$ cat src/umcs_cfg.svh
`ifndef UMCS_CFG_SVH
`define UMCS_CFG_SVH

// Register indices on the 3-bit address lines of the channel.
`define UMCS_IDX_DIV_LO 3'h0
`define UMCS_IDX_DIV_HI 3'h1
`define UMCS_IDX_CTRL 3'h4
`define UMCS_IDX_STAT 3'h6

// Handshake control register fields.
`define UMCS_CTRL_DTR 0
`define UMCS_CTRL_RTS 1
`define UMCS_CTRL_USER1 2
`define UMCS_CTRL_USER2 3
`define UMCS_CTRL_LOOP 4
`define UMCS_CTRL_RST 8'h00
`define UMCS_CTRL_WMASK 8'h1f

// Handshake status register fields.
`define UMCS_STAT_DCTS 0
`define UMCS_STAT_DDSR 1
`define UMCS_STAT_RING_TRAILING_EDGE_FLAG 2
`define UMCS_STAT_DDCD 3

`define UMCS_DIV_RST 16'h0001

`endif

$ cat src/umcs_pkg.sv
package umcs_pkg;

    // Handshake lines in status-bit order: cts, dsr, ri, dcd.
    typedef struct packed {
        logic dcd;
        logic ri;
        logic dsr;
        logic cts;
    } umcs_lines_type;

    typedef struct packed {
        logic rd;
        logic wr;
        logic [2:0] addr;
        logic [7:0] wdata;
    } umcs_bus_type;

endpackage : umcs_pkg

$ cat src/umcs_top.sv
`timescale 1ns/1ps
`include "umcs_cfg.svh"

// How it works
// Control bit 0 set drives dtr low.
// Control bit 1 set drives rts low.
// Control bit 2 set drives user_output_one low.
// Interrupt passes only while bit 3 set.
// Loopback: tx high, rx from tx shift.
// Loopback: handshake inputs from controls, outputs high.
// Loopback handshake interrupts come only from control writes.
// Loopback status 4..7 shows rts,dtr,user_output_one,user_output_two.
// Control bits 5..7 always read zero.
// Status 4..7 are complemented handshake inputs.
// Cts, dsr, dcd changes set sticky deltas.
// Ring delta only on low-to-high edge.
// Enabled delta raises level-four interrupt.
// Status read clears deltas, keeps levels.
// Conditions during a read set afterwards.
// Set bit recurring in read ends cleared.
// Host must not write the status register.
// Divider yields strobe per divisor clocks.
// Divisor held as two byte latches.
// Divisor byte write reloads counter immediately.
// Host programs both divisor bytes first.
// Reset clears the whole control register.
// Reset clears deltas; levels follow inputs.
// Strobe one clock wide for divisors above 1; counter reloads on the edge that raises it.
module umcs_top
    import umcs_pkg::*;
(
    input wire logic sys_clk,
    input wire logic rst_n,
    input wire logic read_strobe_n,
    input wire logic write_strobe_n,
    input wire logic [2:0] addr,
    input wire logic [7:0] wdata,
    output logic [7:0] rdata,
    input wire logic cts_n,
    input wire logic dsr_n,
    input wire logic ri_n,
    input wire logic dcd_n,
    output logic dtr_n,
    output logic rts_n,
    output logic user_output_one,
    output logic user_output_two,
    input wire logic chan_irq,
    input wire logic handshake_irq_enable,
    output logic irq_out,
    output logic handshake_irq,
    input wire logic serial_rx_pin,
    input wire logic tx_shift_out,
    output logic serial_tx_pin,
    output logic rx_shift_in,
    output logic rate_strobe
);

    // Host strobes and handshake pins arrive asynchronously: two flops each.
    logic [3:0] pin_s1_r, pin_s2_r;
    logic [2:0] bus_s1_r, bus_s2_r;
    logic rx_s1_r, rx_s2_r;
    logic rd_q_r;
    umcs_bus_type bus;
    umcs_lines_type pins_act, lines, lines_r;
    logic [7:0] ctrl_r;
    logic [3:0] delta_r, delta_nxt, cond;
    logic [7:0] div_lo_r, div_hi_r;
    logic [15:0] cnt_r, cnt_nxt;
    logic loop_on, rd_now, rd_end, stat_rd, div_wr, ctrl_wr, expire;
    logic [7:0] stat_val, rdata_nxt;

    always_ff @(posedge sys_clk) begin
        pin_s1_r <= {dcd_n, ri_n, dsr_n, cts_n};
        pin_s2_r <= pin_s1_r;
        bus_s1_r <= {~read_strobe_n, ~write_strobe_n, chan_irq};
        bus_s2_r <= bus_s1_r;
        rx_s1_r <= serial_rx_pin;
        rx_s2_r <= rx_s1_r;
    end

    // Address and data are taken stable while the synchronised strobe is held.
    assign bus = '{rd: bus_s2_r[2], wr: bus_s2_r[1], addr: addr, wdata: wdata};
    assign pins_act = ~pin_s2_r;

    logic wr_q_r;
    wire wr_edge = bus.wr & ~wr_q_r;
    assign ctrl_wr = wr_edge && bus.addr == `UMCS_IDX_CTRL;
    assign div_wr = wr_edge && (bus.addr == `UMCS_IDX_DIV_LO || bus.addr == `UMCS_IDX_DIV_HI);
    assign rd_now = bus.rd;
    assign rd_end = rd_q_r & ~bus.rd;
    assign stat_rd = bus.addr == `UMCS_IDX_STAT;
    assign loop_on = ctrl_r[`UMCS_CTRL_LOOP];

    // Loopback maps rts->cts, dtr->dsr, user_output_one->ri, user_output_two->dcd.
    assign lines = loop_on ? '{dcd: ctrl_r[`UMCS_CTRL_USER2], ri: ctrl_r[`UMCS_CTRL_USER1],
                               dsr: ctrl_r[`UMCS_CTRL_DTR], cts: ctrl_r[`UMCS_CTRL_RTS]}
                           : pins_act; // see see see

    assign cond[`UMCS_STAT_DCTS] = lines.cts ^ lines_r.cts;
    assign cond[`UMCS_STAT_DDSR] = lines.dsr ^ lines_r.dsr;
    assign cond[`UMCS_STAT_RING_TRAILING_EDGE_FLAG] = ~lines.ri & lines_r.ri;
    assign cond[`UMCS_STAT_DDCD] = lines.dcd ^ lines_r.dcd;

    // Conditions seen during a status read are held back, then applied at its end.
    logic [3:0] pend_r, pend_nxt, seen_set_r, seen_set_nxt;
    logic rd_q_stat_r;
    wire in_stat_rd = rd_now & stat_rd;
    assign pend_nxt = in_stat_rd ? pend_r | (cond & ~delta_r & ~seen_set_r) : 4'h0;
    assign seen_set_nxt = in_stat_rd ? seen_set_r | delta_r : 4'h0;
    // At the trailing edge deltas clear; ones set before the read stay cleared.
    always_comb begin
        if (rd_end && rd_q_stat_r) begin
            delta_nxt = pend_r | (cond & ~seen_set_r); // see
        end else if (in_stat_rd) begin
            delta_nxt = delta_r;
        end else begin
            delta_nxt = delta_r | cond;
        end
    end

    assign stat_val = {lines, delta_r};
    assign rdata_nxt = !rd_now ? rdata :
                       bus.addr == `UMCS_IDX_CTRL ? ctrl_r & `UMCS_CTRL_WMASK :
                       bus.addr == `UMCS_IDX_STAT ? stat_val :
                       bus.addr == `UMCS_IDX_DIV_LO ? div_lo_r :
                       bus.addr == `UMCS_IDX_DIV_HI ? div_hi_r : 8'h00;

    wire [15:0] divisor = {div_hi_r, div_lo_r};
    wire [15:0] wr_div_val = bus.addr == `UMCS_IDX_DIV_LO ? {div_hi_r, bus.wdata}
                                                         : {bus.wdata, div_lo_r};

    // A zero divisor would stall the counter, so it runs as one; software loads 1..65535.
    function automatic logic [15:0] umcs_div_eff(input logic [15:0] v);
        return (v == 16'h0000) ? 16'h0001 : v;
    endfunction : umcs_div_eff

    assign expire = cnt_r <= 16'h0001;
    assign cnt_nxt = div_wr ? umcs_div_eff(wr_div_val) :
                     expire ? umcs_div_eff(divisor) :
                     cnt_r - 16'h0001;

    always_ff @(posedge sys_clk) begin
        if (!rst_n) begin
            ctrl_r <= `UMCS_CTRL_RST;
            delta_r <= 4'h0;
            pend_r <= 4'h0;
            seen_set_r <= 4'h0;
            rd_q_r <= 1'b0;
            rd_q_stat_r <= 1'b0;
            wr_q_r <= 1'b0;
            // Tracking the lines through reset keeps a false delta from following it.
            lines_r <= lines;
            cnt_r <= `UMCS_DIV_RST;
            rdata <= 8'h00;
        end else begin
            if (ctrl_wr) begin
                ctrl_r <= bus.wdata & `UMCS_CTRL_WMASK; // see
            end
            delta_r <= delta_nxt;
            pend_r <= pend_nxt;
            seen_set_r <= seen_set_nxt;
            rd_q_r <= rd_now;
            rd_q_stat_r <= in_stat_rd;
            wr_q_r <= bus.wr;
            lines_r <= lines;
            cnt_r <= cnt_nxt;
            rdata <= rdata_nxt;
        end
    end

    // Divisor latches survive reset by design.
    always_ff @(posedge sys_clk) begin
        if (wr_edge && bus.addr == `UMCS_IDX_DIV_LO) begin
            div_lo_r <= bus.wdata;
        end
        if (wr_edge && bus.addr == `UMCS_IDX_DIV_HI) begin
            div_hi_r <= bus.wdata;
        end
    end

    always_ff @(posedge sys_clk) begin
        if (!rst_n) begin
            dtr_n <= 1'b1;
            rts_n <= 1'b1;
            user_output_one <= 1'b1;
            user_output_two <= 1'b1;
            serial_tx_pin <= 1'b1;
            rx_shift_in <= 1'b1;
            irq_out <= 1'b0;
            handshake_irq <= 1'b0;
            rate_strobe <= 1'b0;
        end else begin
            dtr_n <= ~ctrl_r[`UMCS_CTRL_DTR] | loop_on; // see
            rts_n <= ~ctrl_r[`UMCS_CTRL_RTS] | loop_on; // see
            user_output_one <= ~ctrl_r[`UMCS_CTRL_USER1] | loop_on;
            user_output_two <= ~ctrl_r[`UMCS_CTRL_USER2] | loop_on;
            serial_tx_pin <= loop_on ? 1'b1 : tx_shift_out;
            rx_shift_in <= loop_on ? tx_shift_out : rx_s2_r;
            handshake_irq <= handshake_irq_enable & (|delta_r);
            irq_out <= bus_s2_r[0] & ctrl_r[`UMCS_CTRL_USER2];
            rate_strobe <= expire & ~div_wr;
        end
    end

    // The divisor latches are not reset, so counter checks only bite once both are loaded.
    property p_dtr_follow;
        @(posedge sys_clk) disable iff (!rst_n)
        1'b1 |=> dtr_n == ($past(~ctrl_r[`UMCS_CTRL_DTR]) | $past(loop_on));
    endproperty
    a_dtr_follow: assert property (p_dtr_follow) else $error("dtr level wrong");

    property p_rts_follow;
        @(posedge sys_clk) disable iff (!rst_n)
        1'b1 |=> rts_n == ($past(~ctrl_r[`UMCS_CTRL_RTS]) | $past(loop_on));
    endproperty
    a_rts_follow: assert property (p_rts_follow) else $error("rts level wrong");

    property p_user_follow;
        @(posedge sys_clk) disable iff (!rst_n)
        1'b1 |=> user_output_one == ($past(~ctrl_r[`UMCS_CTRL_USER1]) | $past(loop_on))
            && user_output_two == ($past(~ctrl_r[`UMCS_CTRL_USER2]) | $past(loop_on));
    endproperty
    a_user_follow: assert property (p_user_follow) else $error("user out wrong");

    property p_irq_block;
        @(posedge sys_clk) disable iff (!rst_n)
        !ctrl_r[`UMCS_CTRL_USER2] |=> !irq_out;
    endproperty
    a_irq_block: assert property (p_irq_block) else $error("irq leaked");

    property p_irq_pass;
        @(posedge sys_clk) disable iff (!rst_n)
        (bus_s2_r[0] && ctrl_r[`UMCS_CTRL_USER2]) |=> irq_out;
    endproperty
    a_irq_pass: assert property (p_irq_pass) else $error("irq not passed");

    property p_loop_tx;
        @(posedge sys_clk) disable iff (!rst_n)
        loop_on |=> serial_tx_pin;
    endproperty
    a_loop_tx: assert property (p_loop_tx) else $error("tx low in loopback");

    property p_loop_rx;
        @(posedge sys_clk) disable iff (!rst_n)
        loop_on |=> rx_shift_in == $past(tx_shift_out);
    endproperty
    a_loop_rx: assert property (p_loop_rx) else $error("rx not looped");

    property p_loop_pins;
        @(posedge sys_clk) disable iff (!rst_n)
        loop_on |=> dtr_n && rts_n && user_output_one && user_output_two;
    endproperty
    a_loop_pins: assert property (p_loop_pins) else $error("loop pins low");

    property p_loop_quiet;
        @(posedge sys_clk) disable iff (!rst_n)
        (loop_on && $past(loop_on) && $stable(ctrl_r) && !in_stat_rd
            && !(rd_end && rd_q_stat_r)) |=> delta_r == $past(delta_r);
    endproperty
    a_loop_quiet: assert property (p_loop_quiet) else $error("pin delta in loop");

    property p_loop_levels;
        @(posedge sys_clk) disable iff (!rst_n)
        loop_on |-> stat_val[7:4] == {ctrl_r[`UMCS_CTRL_USER2], ctrl_r[`UMCS_CTRL_USER1],
                                      ctrl_r[`UMCS_CTRL_DTR], ctrl_r[`UMCS_CTRL_RTS]};
    endproperty
    a_loop_levels: assert property (p_loop_levels) else $error("loop levels wrong");

    property p_ctrl_high;
        @(posedge sys_clk) disable iff (!rst_n)
        ctrl_r[7:5] == 3'h0;
    endproperty
    a_ctrl_high: assert property (p_ctrl_high) else $error("ctrl high bits set");

    property p_delta_set;
        @(posedge sys_clk) disable iff (!rst_n)
        (|cond && !in_stat_rd && !(rd_end && rd_q_stat_r))
            |=> (delta_r & $past(cond)) == $past(cond);
    endproperty
    a_delta_set: assert property (p_delta_set) else $error("delta not set");

    property p_ri_fall;
        @(posedge sys_clk) disable iff (!rst_n)
        (lines.ri && !lines_r.ri && !in_stat_rd && !(rd_end && rd_q_stat_r)
            && !delta_r[`UMCS_STAT_RING_TRAILING_EDGE_FLAG]) |=> !delta_r[`UMCS_STAT_RING_TRAILING_EDGE_FLAG];
    endproperty
    a_ri_fall: assert property (p_ri_fall) else $error("ring_trailing_edge_flag on wrong edge");

    property p_hirq_on;
        @(posedge sys_clk) disable iff (!rst_n)
        (handshake_irq_enable && |delta_r) |=> handshake_irq;
    endproperty
    a_hirq_on: assert property (p_hirq_on) else $error("no status irq");

    property p_hirq_off;
        @(posedge sys_clk) disable iff (!rst_n)
        !(handshake_irq_enable && |delta_r) |=> !handshake_irq;
    endproperty
    a_hirq_off: assert property (p_hirq_off) else $error("spurious status irq");

    property p_read_clear;
        @(posedge sys_clk) disable iff (!rst_n)
        (rd_end && rd_q_stat_r && pend_r == 4'h0 && cond == 4'h0) |=> delta_r == 4'h0;
    endproperty
    a_read_clear: assert property (p_read_clear) else $error("read no clear");

    property p_read_hold;
        @(posedge sys_clk) disable iff (!rst_n)
        in_stat_rd |=> delta_r == $past(delta_r);
    endproperty
    a_read_hold: assert property (p_read_hold) else $error("set during read");

    property p_read_recur;
        @(posedge sys_clk) disable iff (!rst_n)
        (rd_end && rd_q_stat_r) |=> (delta_r & $past(seen_set_r)) == 4'h0;
    endproperty
    a_read_recur: assert property (p_read_recur) else $error("recurring bit set");

    property p_count_down;
        @(posedge sys_clk) disable iff (!rst_n)
        (!div_wr && !expire) |=> cnt_r == $past(cnt_r) - 16'h0001;
    endproperty
    a_count_down: assert property (p_count_down) else $error("counter skipped");

    property p_reload;
        @(posedge sys_clk) disable iff (!rst_n)
        div_wr |=> !rate_strobe;
    endproperty
    a_reload: assert property (p_reload) else $error("strobe on reload");

    property p_strobe_width;
        @(posedge sys_clk) disable iff (!rst_n)
        (rate_strobe && divisor > 16'h0001) |=> !rate_strobe;
    endproperty
    a_strobe_width: assert property (p_strobe_width) else $error("strobe too wide");

    property p_reset_ctrl;
        @(posedge sys_clk) disable iff (!rst_n)
        $rose(rst_n) |-> ctrl_r == `UMCS_CTRL_RST && dtr_n && rts_n
            && user_output_one && user_output_two;
    endproperty
    a_reset_ctrl: assert property (p_reset_ctrl) else $error("ctrl not reset");

    property p_reset_delta;
        @(posedge sys_clk) disable iff (!rst_n)
        $rose(rst_n) |-> delta_r == 4'h0;
    endproperty
    a_reset_delta: assert property (p_reset_delta) else $error("deltas not reset");

    c_loop: cover property (@(posedge sys_clk) disable iff (!rst_n) $rose(loop_on));
    c_strobe: cover property (@(posedge sys_clk) disable iff (!rst_n) rate_strobe);
    c_delta: cover property (@(posedge sys_clk) disable iff (!rst_n) |delta_r);
    c_read: cover property (@(posedge sys_clk) disable iff (!rst_n) rd_end && rd_q_stat_r);

endmodule : umcs_top

$ cat config.mk
export PLATFORM = sky130hd
export DESIGN_NAME = umcs_top
export DESIGN_NICKNAME = d
export VERILOG_FILES = /design/src/umcs_pkg.sv /design/src/umcs_top.sv
export VERILOG_INCLUDE_DIRS = /design/src
export SDC_FILE = /design/constraint.sdc
export NUM_CORES = 1
export LEC_CHECK = 0
export ABC_AREA = 0
export BUFFER_PORTS_ARGS = -buffer_cell sky130_fd_sc_hd__buf_2
export CORE_MARGIN = 3
export CORE_UTILIZATION = 55
export CTS_BUF_LIST = sky130_fd_sc_hd__clkbuf_16
export CTS_CLUSTER_DIAMETER = 150
export CTS_CLUSTER_SIZE = 25
export DETAILED_ROUTE_END_ITERATION = 8
export GPL_TIMING_DRIVEN = 1
export PLACE_DENSITY_LB_ADDON = 0.08
export SYNTH_ARGS = -nofsm -noshare
export SYNTH_HDL_FRONTEND = slang
export SYNTH_SLANG_ARGS = --single-unit
$ cat constraint.sdc
create_clock -name sys_clk -period 2.95 [get_ports sys_clk]
set_input_delay 0.295 -clock sys_clk [delete_from_list [all_inputs] [get_ports sys_clk]]
set_output_delay 0.295 -clock sys_clk [all_outputs]
set_load 0.1 [all_outputs]
==> impl_metrics.py, run 1 <==
metrics = {
    "logic_synthesis": {
        "synthTopCellsByArea": "dfxtp_1, edfxtp_1, mux2i_1",
        "synth_edf_count": 16,
        "synth_cell_types": 50,
        "syn_area_mm2": 0.00377,
        "synth_top_family_by_area": "simple AND/OR/NAND/NOR gates",
        "synth_top_cell_area_share_pct": 38.7,
        "ys_async_sr_fraction_pct": 0,
        "avgSynthCellArea_um2": 9.93,
        "synth-xor-area-share_pct": 2.55,
        "yosys_warnings": 0,
        "ys_seq_area_share_pct": 51.5,
        "synth.area.mux_share_pct": 8.09,
        "ys_ff_latch": 89,
        "synth_compound_gate_area_share_pct": 13.5,
        "yosys.area_share.simple_pct": 20.8,
        "syn_inst": 380,
        "syn_nets": 405,
        "yosys.area_share.adder_pct": 0.663,
        "yosysTopAreaCell": "dfxtp_1",
        "yosys_most_used_dff": "dfxtp_1",
    },
    "critical_path": {
        "reg2reg_from": "cnt_r[0]",
        "crit_path_end_kind": "flop",
        "cp.required_ns": 3.17,
        "startpoint_type": "flop",
        "crit_arrival_ns": 2.85,
        "ff2ff_path_depth": 7,
        "slowest_stage": "or3_1",
        "critical_path_depth": 7,
        "max_stage_delay_ns": 0.57,
        "cp_num_buf_inv": 1,
        "cp_top_family": "simple AND/OR/NAND/NOR gates",
        "path_max_fanout": 17,
        "reg2reg_setup_slack_ns": 0.32,
        "rr_endpoint": "cnt_r[0]",
        "crit_chain": "inv_1 -> ha_1 -> nor2_1 -> or4b_4 -> or3_1 -> or4_1 -> o211a_1",
        "worstSetupPathType": "reg -> reg",
    },
    "clocking": {
        "cts-root-buf": "clkbuf_16",
        "cts_buffers": 9,
        "insertion_delay_ns": 0.34,
        "ctsResizeCount": 0,
        "cts.sink_count": 89,
        "cts_htree_levels": 3,
        "postCtsSetupBuffers": 0,
        "clk_pin_slew_ns": 0.06,
        "clk_path_buf_depth": 2,
        "cts_tree": "yes",
        "cts_hold_buf": 0,
    },
    "die": {
        "rows": 29,
        "io_pins": 40,
        "die_y_um": 88.8,
        "die-area_mm2": 0.00789,
        "initial_core_util_pct": 58.1,
        "core_area_mm2": 0.00649,
        "die_width_um": 88.8,
    },
    "detailed_routing": {
        "via_per_inst": 5.78,
        "first_iter_violations": 192,
        "vias": 2904,
        "wire_per_inst_um": 17.1,
        "post-route-drc-count": 0,
        "antenna_left": 0,
        "drtPass1Iterations": 5,
        "wl_um": 8580,
    },
    "global_routing": {
        "grt_max_degree": 20,
        "antenna_found_initial": 0,
        "grt_pass1_vias": 2671,
        "overflow": 0,
        "grt_pass1_wl_um": 13700,
        "grt_use_total_pct": 23.3,
    },
    "worst_hold_path": {
        "min_from": "serial_rx_pin",
        "whs_endpoint": "rx_s1_r",
        "hold-path-cell-count": 1,
        "min_path_type": "in -> reg",
    },
    "job": {
        "cap_violations": 0,
    },
    "timing": {
        "timing.fmax_mhz": 380,
        "drv_slew": 0,
        "fin_setup_tns_ns": 0,
        "tightest_slew_ns": 0.691,
        "rsz0062_at_grt": "no",
        "setup_viol": 0,
        "relSlewSlack_pct": 53.8,
        "fin_crit_sh_pct": 89.1,
        "fin_crit_ns": 2.63,
        "hold_violations": 0,
        "fin_skew_ns": 0.00850,
    },
    "power": {
        "max-vdd-ir-drop_mv": 0.539,
        "power.density_mw_per_mm2": 784,
        "total_leakage_power_nw": 1.76,
    },
    "final_layout": {
        "nets": 445,
        "final_layout_size_suffix_gt1_share_pct": 17.6,
        "final_cell_mix": "dfxtp_1, buf_2, nor2_1, nand2_1, mux2i_1",
        "final_common_cell": "dfxtp_1",
        "antenna_cells": 0,
        "fin_util_pct": 66.8,
        "area_delta_synth_final_pct": 15.0,
    },
    "status": {
        "status": "finished clean",
    },
    "placement": {
        "post-dp-hpwl_um": 6160,
        "place.gp.congestion": 0.900,
        "io_buffers": 39,
    },
}
==> registers in the layout, summed over array words and instances, names as in the netlist, 4 cells and up <==
register and flops:
ctrl_r 5, delta_r 4, pend_r 4, lines_r 4, div_hi_r 8, pin_s1_r 4
pin_s2_r 4, seen_set_r 4, rdata 8, cnt_r 16, div_lo_r 8
==> cells in the mapped netlist (3+ instances only) <==
cell      count
a21oi_1      18
and2_1        9
and3_1        5
clkbuf_1     15
dfxtp_1      73
edfxtp_1     16
inv_1        11
mux2_2        4
mux2i_1      26
nand2_1      33
nand2b_1      7
nand3_1       4
nor2_1       38
nor2b_1      11
nor3_1        6
nor3b_1       5
nor4_1       10
o211a_1       9
o211ai_1      5
o21a_1        4
o21ai_0      11
o22ai_1       5
o311ai_0      4
o32ai_1       5
or2_2         3
xnor2_1       7
xor2_1        4
==> worst max-delay path by stage <==
stage,start,endpoint,slack [ns]
after floorplan,cnt_r[6],cnt_r[0],0.51
after global placement,cnt_r[0],cnt_r[0],0.46
after detailed placement,cnt_r[0],cnt_r[0],0.38
after CTS,cnt_r[0],cnt_r[0],0.36
after global routing,cnt_r[11],cnt_r[0],0.16
final,cnt_r[0],cnt_r[0],0.32
==> cell type report <==
type                            instances  area (µm²)
Fill cell                             508        2160
Sequential cell                        89        1940
Tap cell                               77        96.3
Clock buffer                            9         225
Timing Repair Buffer                   47         255
Clock inverter                          7        52.6
Multi-Input combinational cell        262        1720
Inverter                               11        41.3
==> cells by family (layout without fill, tap and decap cells) <==
family / count (synthesis) / after routing
flops: 89 / 89
fa+ha+maj: 2 / 2
mux: 30 / 30
simple gates: 147 / 147
xor+xnor: 11 / 11
compound gates: 72 / 72
buf+inv: 29 / 74
==> per-stage QoR <==
stage | hold WS, ns | cells | setup slack (ns) | power [W] | instance area [µm²]
floorplan | 0.310 | 380 | 0.513 | 0.00213 | 3770
detailed placement | 0.315 | 486 | 0.378 | 0.00235 | 4060
global route | 0.0456 | 502 | 0.163 | 0.00356 | 4340
CTS | 0.0500 | 502 | 0.363 | 0.00341 | 4340
global placement | 0.311 | 486 | 0.460 | 0.00234 | 4060
finish | 0.0568 | 502 | 0.321 | 0.00340 | 4340
==> per-layer routing <==
metal | wire [µm] | vias up | GRT usage (%)
met5 | 0 | - | 0
met4 | 147 | 0 | 8.79
met3 | 541 | 15 | 4.66
met2 | 3840 | 101 | 34.1
met1 | 4050 | 1339 | 33.7
li1 | - | 1449 | -
==> report_power, final <==
part           switching (W)  internal, W
logic               0.000538     0.000348
clock network       0.000475     0.000579
registers           0.000109      0.00135
total                0.00112      0.00228
Power figures use the tool's default switching activity.
==> run 2, diff against run 1 <==
- BUFFER_PORTS_ARGS: -buffer_cell sky130_fd_sc_hd__buf_2 -> not set
- DONT_BUFFER_PORTS: not set -> 1
==> impl_metrics.py, run 2 (synthesized netlist as in run 1, its figures left out) <==
metrics = {
    "final_layout": {
        "nets": 410,
        "largest_reg_flops": 16,
        "seq_area_mm2": 0.00194,
        "multi_input_area_mm2": 0.00172,
        "final_common_cell": "dfxtp_1",
        "final_layout_size_suffix_gt1_share_pct": 8.97,
        "top_register": "cnt_r",
        "design_area_mm2": 0.00421,
        "n_fill_cell": 530,
        "final_cell_mix": "dfxtp_1, nor2_1, nand2_1, mux2i_1, a21oi_1",
        "antenna_cells": 0,
        "area_delta_synth_final_pct": 11.6,
    },
    "die": {
        "core_area_mm2": 0.00649,
        "die-area_mm2": 0.00789,
        "initial_core_util_pct": 58.1,
        "io_pins": 40,
        "die_width_um": 88.8,
        "rows": 29,
        "die_y_um": 88.8,
    },
    "global_routing": {
        "met3_usage_pct": 4.47,
        "overflow": 0,
        "grt_use_met1_pct": 34.1,
        "grt-busiest-layer": "met1",
        "grtUsageMet2_pct": 33.7,
        "grt_use_total_pct": 23.4,
        "grt_pass1_wl_um": 13700,
        "antenna_found_initial": 0,
        "grt_max_degree": 30,
        "grt_pass1_vias": 2634,
    },
    "detailed_routing": {
        "post-route-drc-count": 0,
        "wl_um": 8510,
        "first_iter_violations": 159,
        "via_per_inst": 5.88,
        "drtPass1Iterations": 4,
        "antenna_left": 0,
        "wire_per_inst_um": 18.2,
        "vias": 2746,
    },
    "power": {
        "max-vdd-ir-drop_mv": 0.416,
        "internal_power_w": 0.00235,
        "p_seq_share_pct": 45.6,
        "power.density_mw_per_mm2": 816,
        "power.share.clock_pct": 33.2,
        "p_switching_w": 0.00109,
        "switching_share_pct": 31.7,
        "total_leakage_power_nw": 1.63,
        "comb_power_share_pct": 21.2,
    },
    "critical_path": {
        "path_max_fanout": 17,
        "crit_arrival_ns": 2.81,
        "startpoint_type": "flop",
        "crit_path_end_kind": "flop",
        "worstSetupPathType": "reg -> reg",
        "ff2ff_path_depth": 7,
        "cp.required_ns": 3.17,
    },
    "clocking": {
        "cts_htree_levels": 3,
        "insertion_delay_ns": 0.34,
        "clk_pin_slew_ns": 0.06,
        "cts_buffers": 9,
        "cts_tree": "yes",
        "cts-root-buf": "clkbuf_16",
        "clk_path_buf_depth": 2,
        "postCtsSetupBuffers": 0,
        "cts.sink_count": 89,
    },
    "timing": {
        "setup_viol": 0,
        "fin_crit_ns": 2.58,
        "fin_setup_tns_ns": 0,
        "drv_slew": 0,
        "holdWs_ns": 0.0191,
        "rsz0062_at_grt": "no",
        "fin_skew_ns": 0.00838,
        "tightest_slew_ns": 0.993,
        "fin_crit_sh_pct": 87.6,
        "hold_violations": 0,
        "relSlewSlack_pct": 33.7,
        "timing.fmax_mhz": 387,
    },
    "placement": {
        "place.gp.congestion": 0.868,
        "placed_area_mm2": 0.00385,
        "post-dp-hpwl_um": 5910,
        "io_buffers": 0,
    },
    "job": {
        "cap_violations": 0,
    },
    "status": {
        "status": "finished clean",
    },
    "worst_hold_path": {
        "hold-path-cell-count": 1,
        "min_path_type": "in -> reg",
    },
}
-- run 2: per-stage QoR --
step                      setup WS (ns)  std cells  util, %  power (W)
after CTS                         0.372        467     64.8    0.00344
after global placement            0.458        445     59.3    0.00229
after detailed placement          0.397        445     59.3    0.00229
final                             0.366        467     64.8    0.00343
after global routing              0.173        467     64.8    0.00359
after floorplan                   0.513        380        -    0.00213
-- run 2: repair_timing --
item,in CTS,in global routing
resized for setup,0,0
endpoints found under the hold margin,6,0
endpoints found under the setup margin,0,0
hold buffers,6,0
-- run 2: critical path: stages, from the launching register on --
cell     delay, ns
dfxtp_1       0.36
inv_1         0.07
ha_1          0.19
nor2_1        0.07
or4b_4        0.51
or3_1         0.57
or4_1         0.55
o211a_1       0.14
-- run 2: power by group through the flow --
stage          Combinational (W)  Sequential, W  Clock, W
6_report                0.000728        0.00157   0.00114
5_1_grt                 0.000799        0.00158   0.00122
4_1_cts                 0.000721        0.00156   0.00116
3_5_place_dp            0.000704        0.00159         0
3_3_place_gp            0.000707        0.00158         0
2_1_floorplan           0.000577        0.00156         0
-- run 2: final timing paths --
kind / from / endpoint / slack, ns
worst max-delay path: cnt_r[0] / cnt_r[0] / 0.37
worst min-delay path: read_strobe_n / bus_s1_r[2] / 0.02
worst min register to register: pin_s1_r[0] / pin_s2_r[0] / 0.33
worst max register to register: cnt_r[0] / cnt_r[0] / 0.37
-- run 2: final cells by class --
type                    instances  share of cell area, %
repair buffers                 12                   2.50
inverters                      11                  0.980
flip-flops and latches         89                   46.1
multi-input cells             262                   40.9
clock inverters                 7                   1.84
clock buffers                   9                   5.35
well taps                      77                   2.29
-- run 2: layer usage --
metal	vias up	wire, µm	part of all wire (%)
li1	1381	-	-
met1	1287	4190	49
met2	65	3750	44
met3	13	421	4.9
met4	0	151	1.8
met5	-	0	0
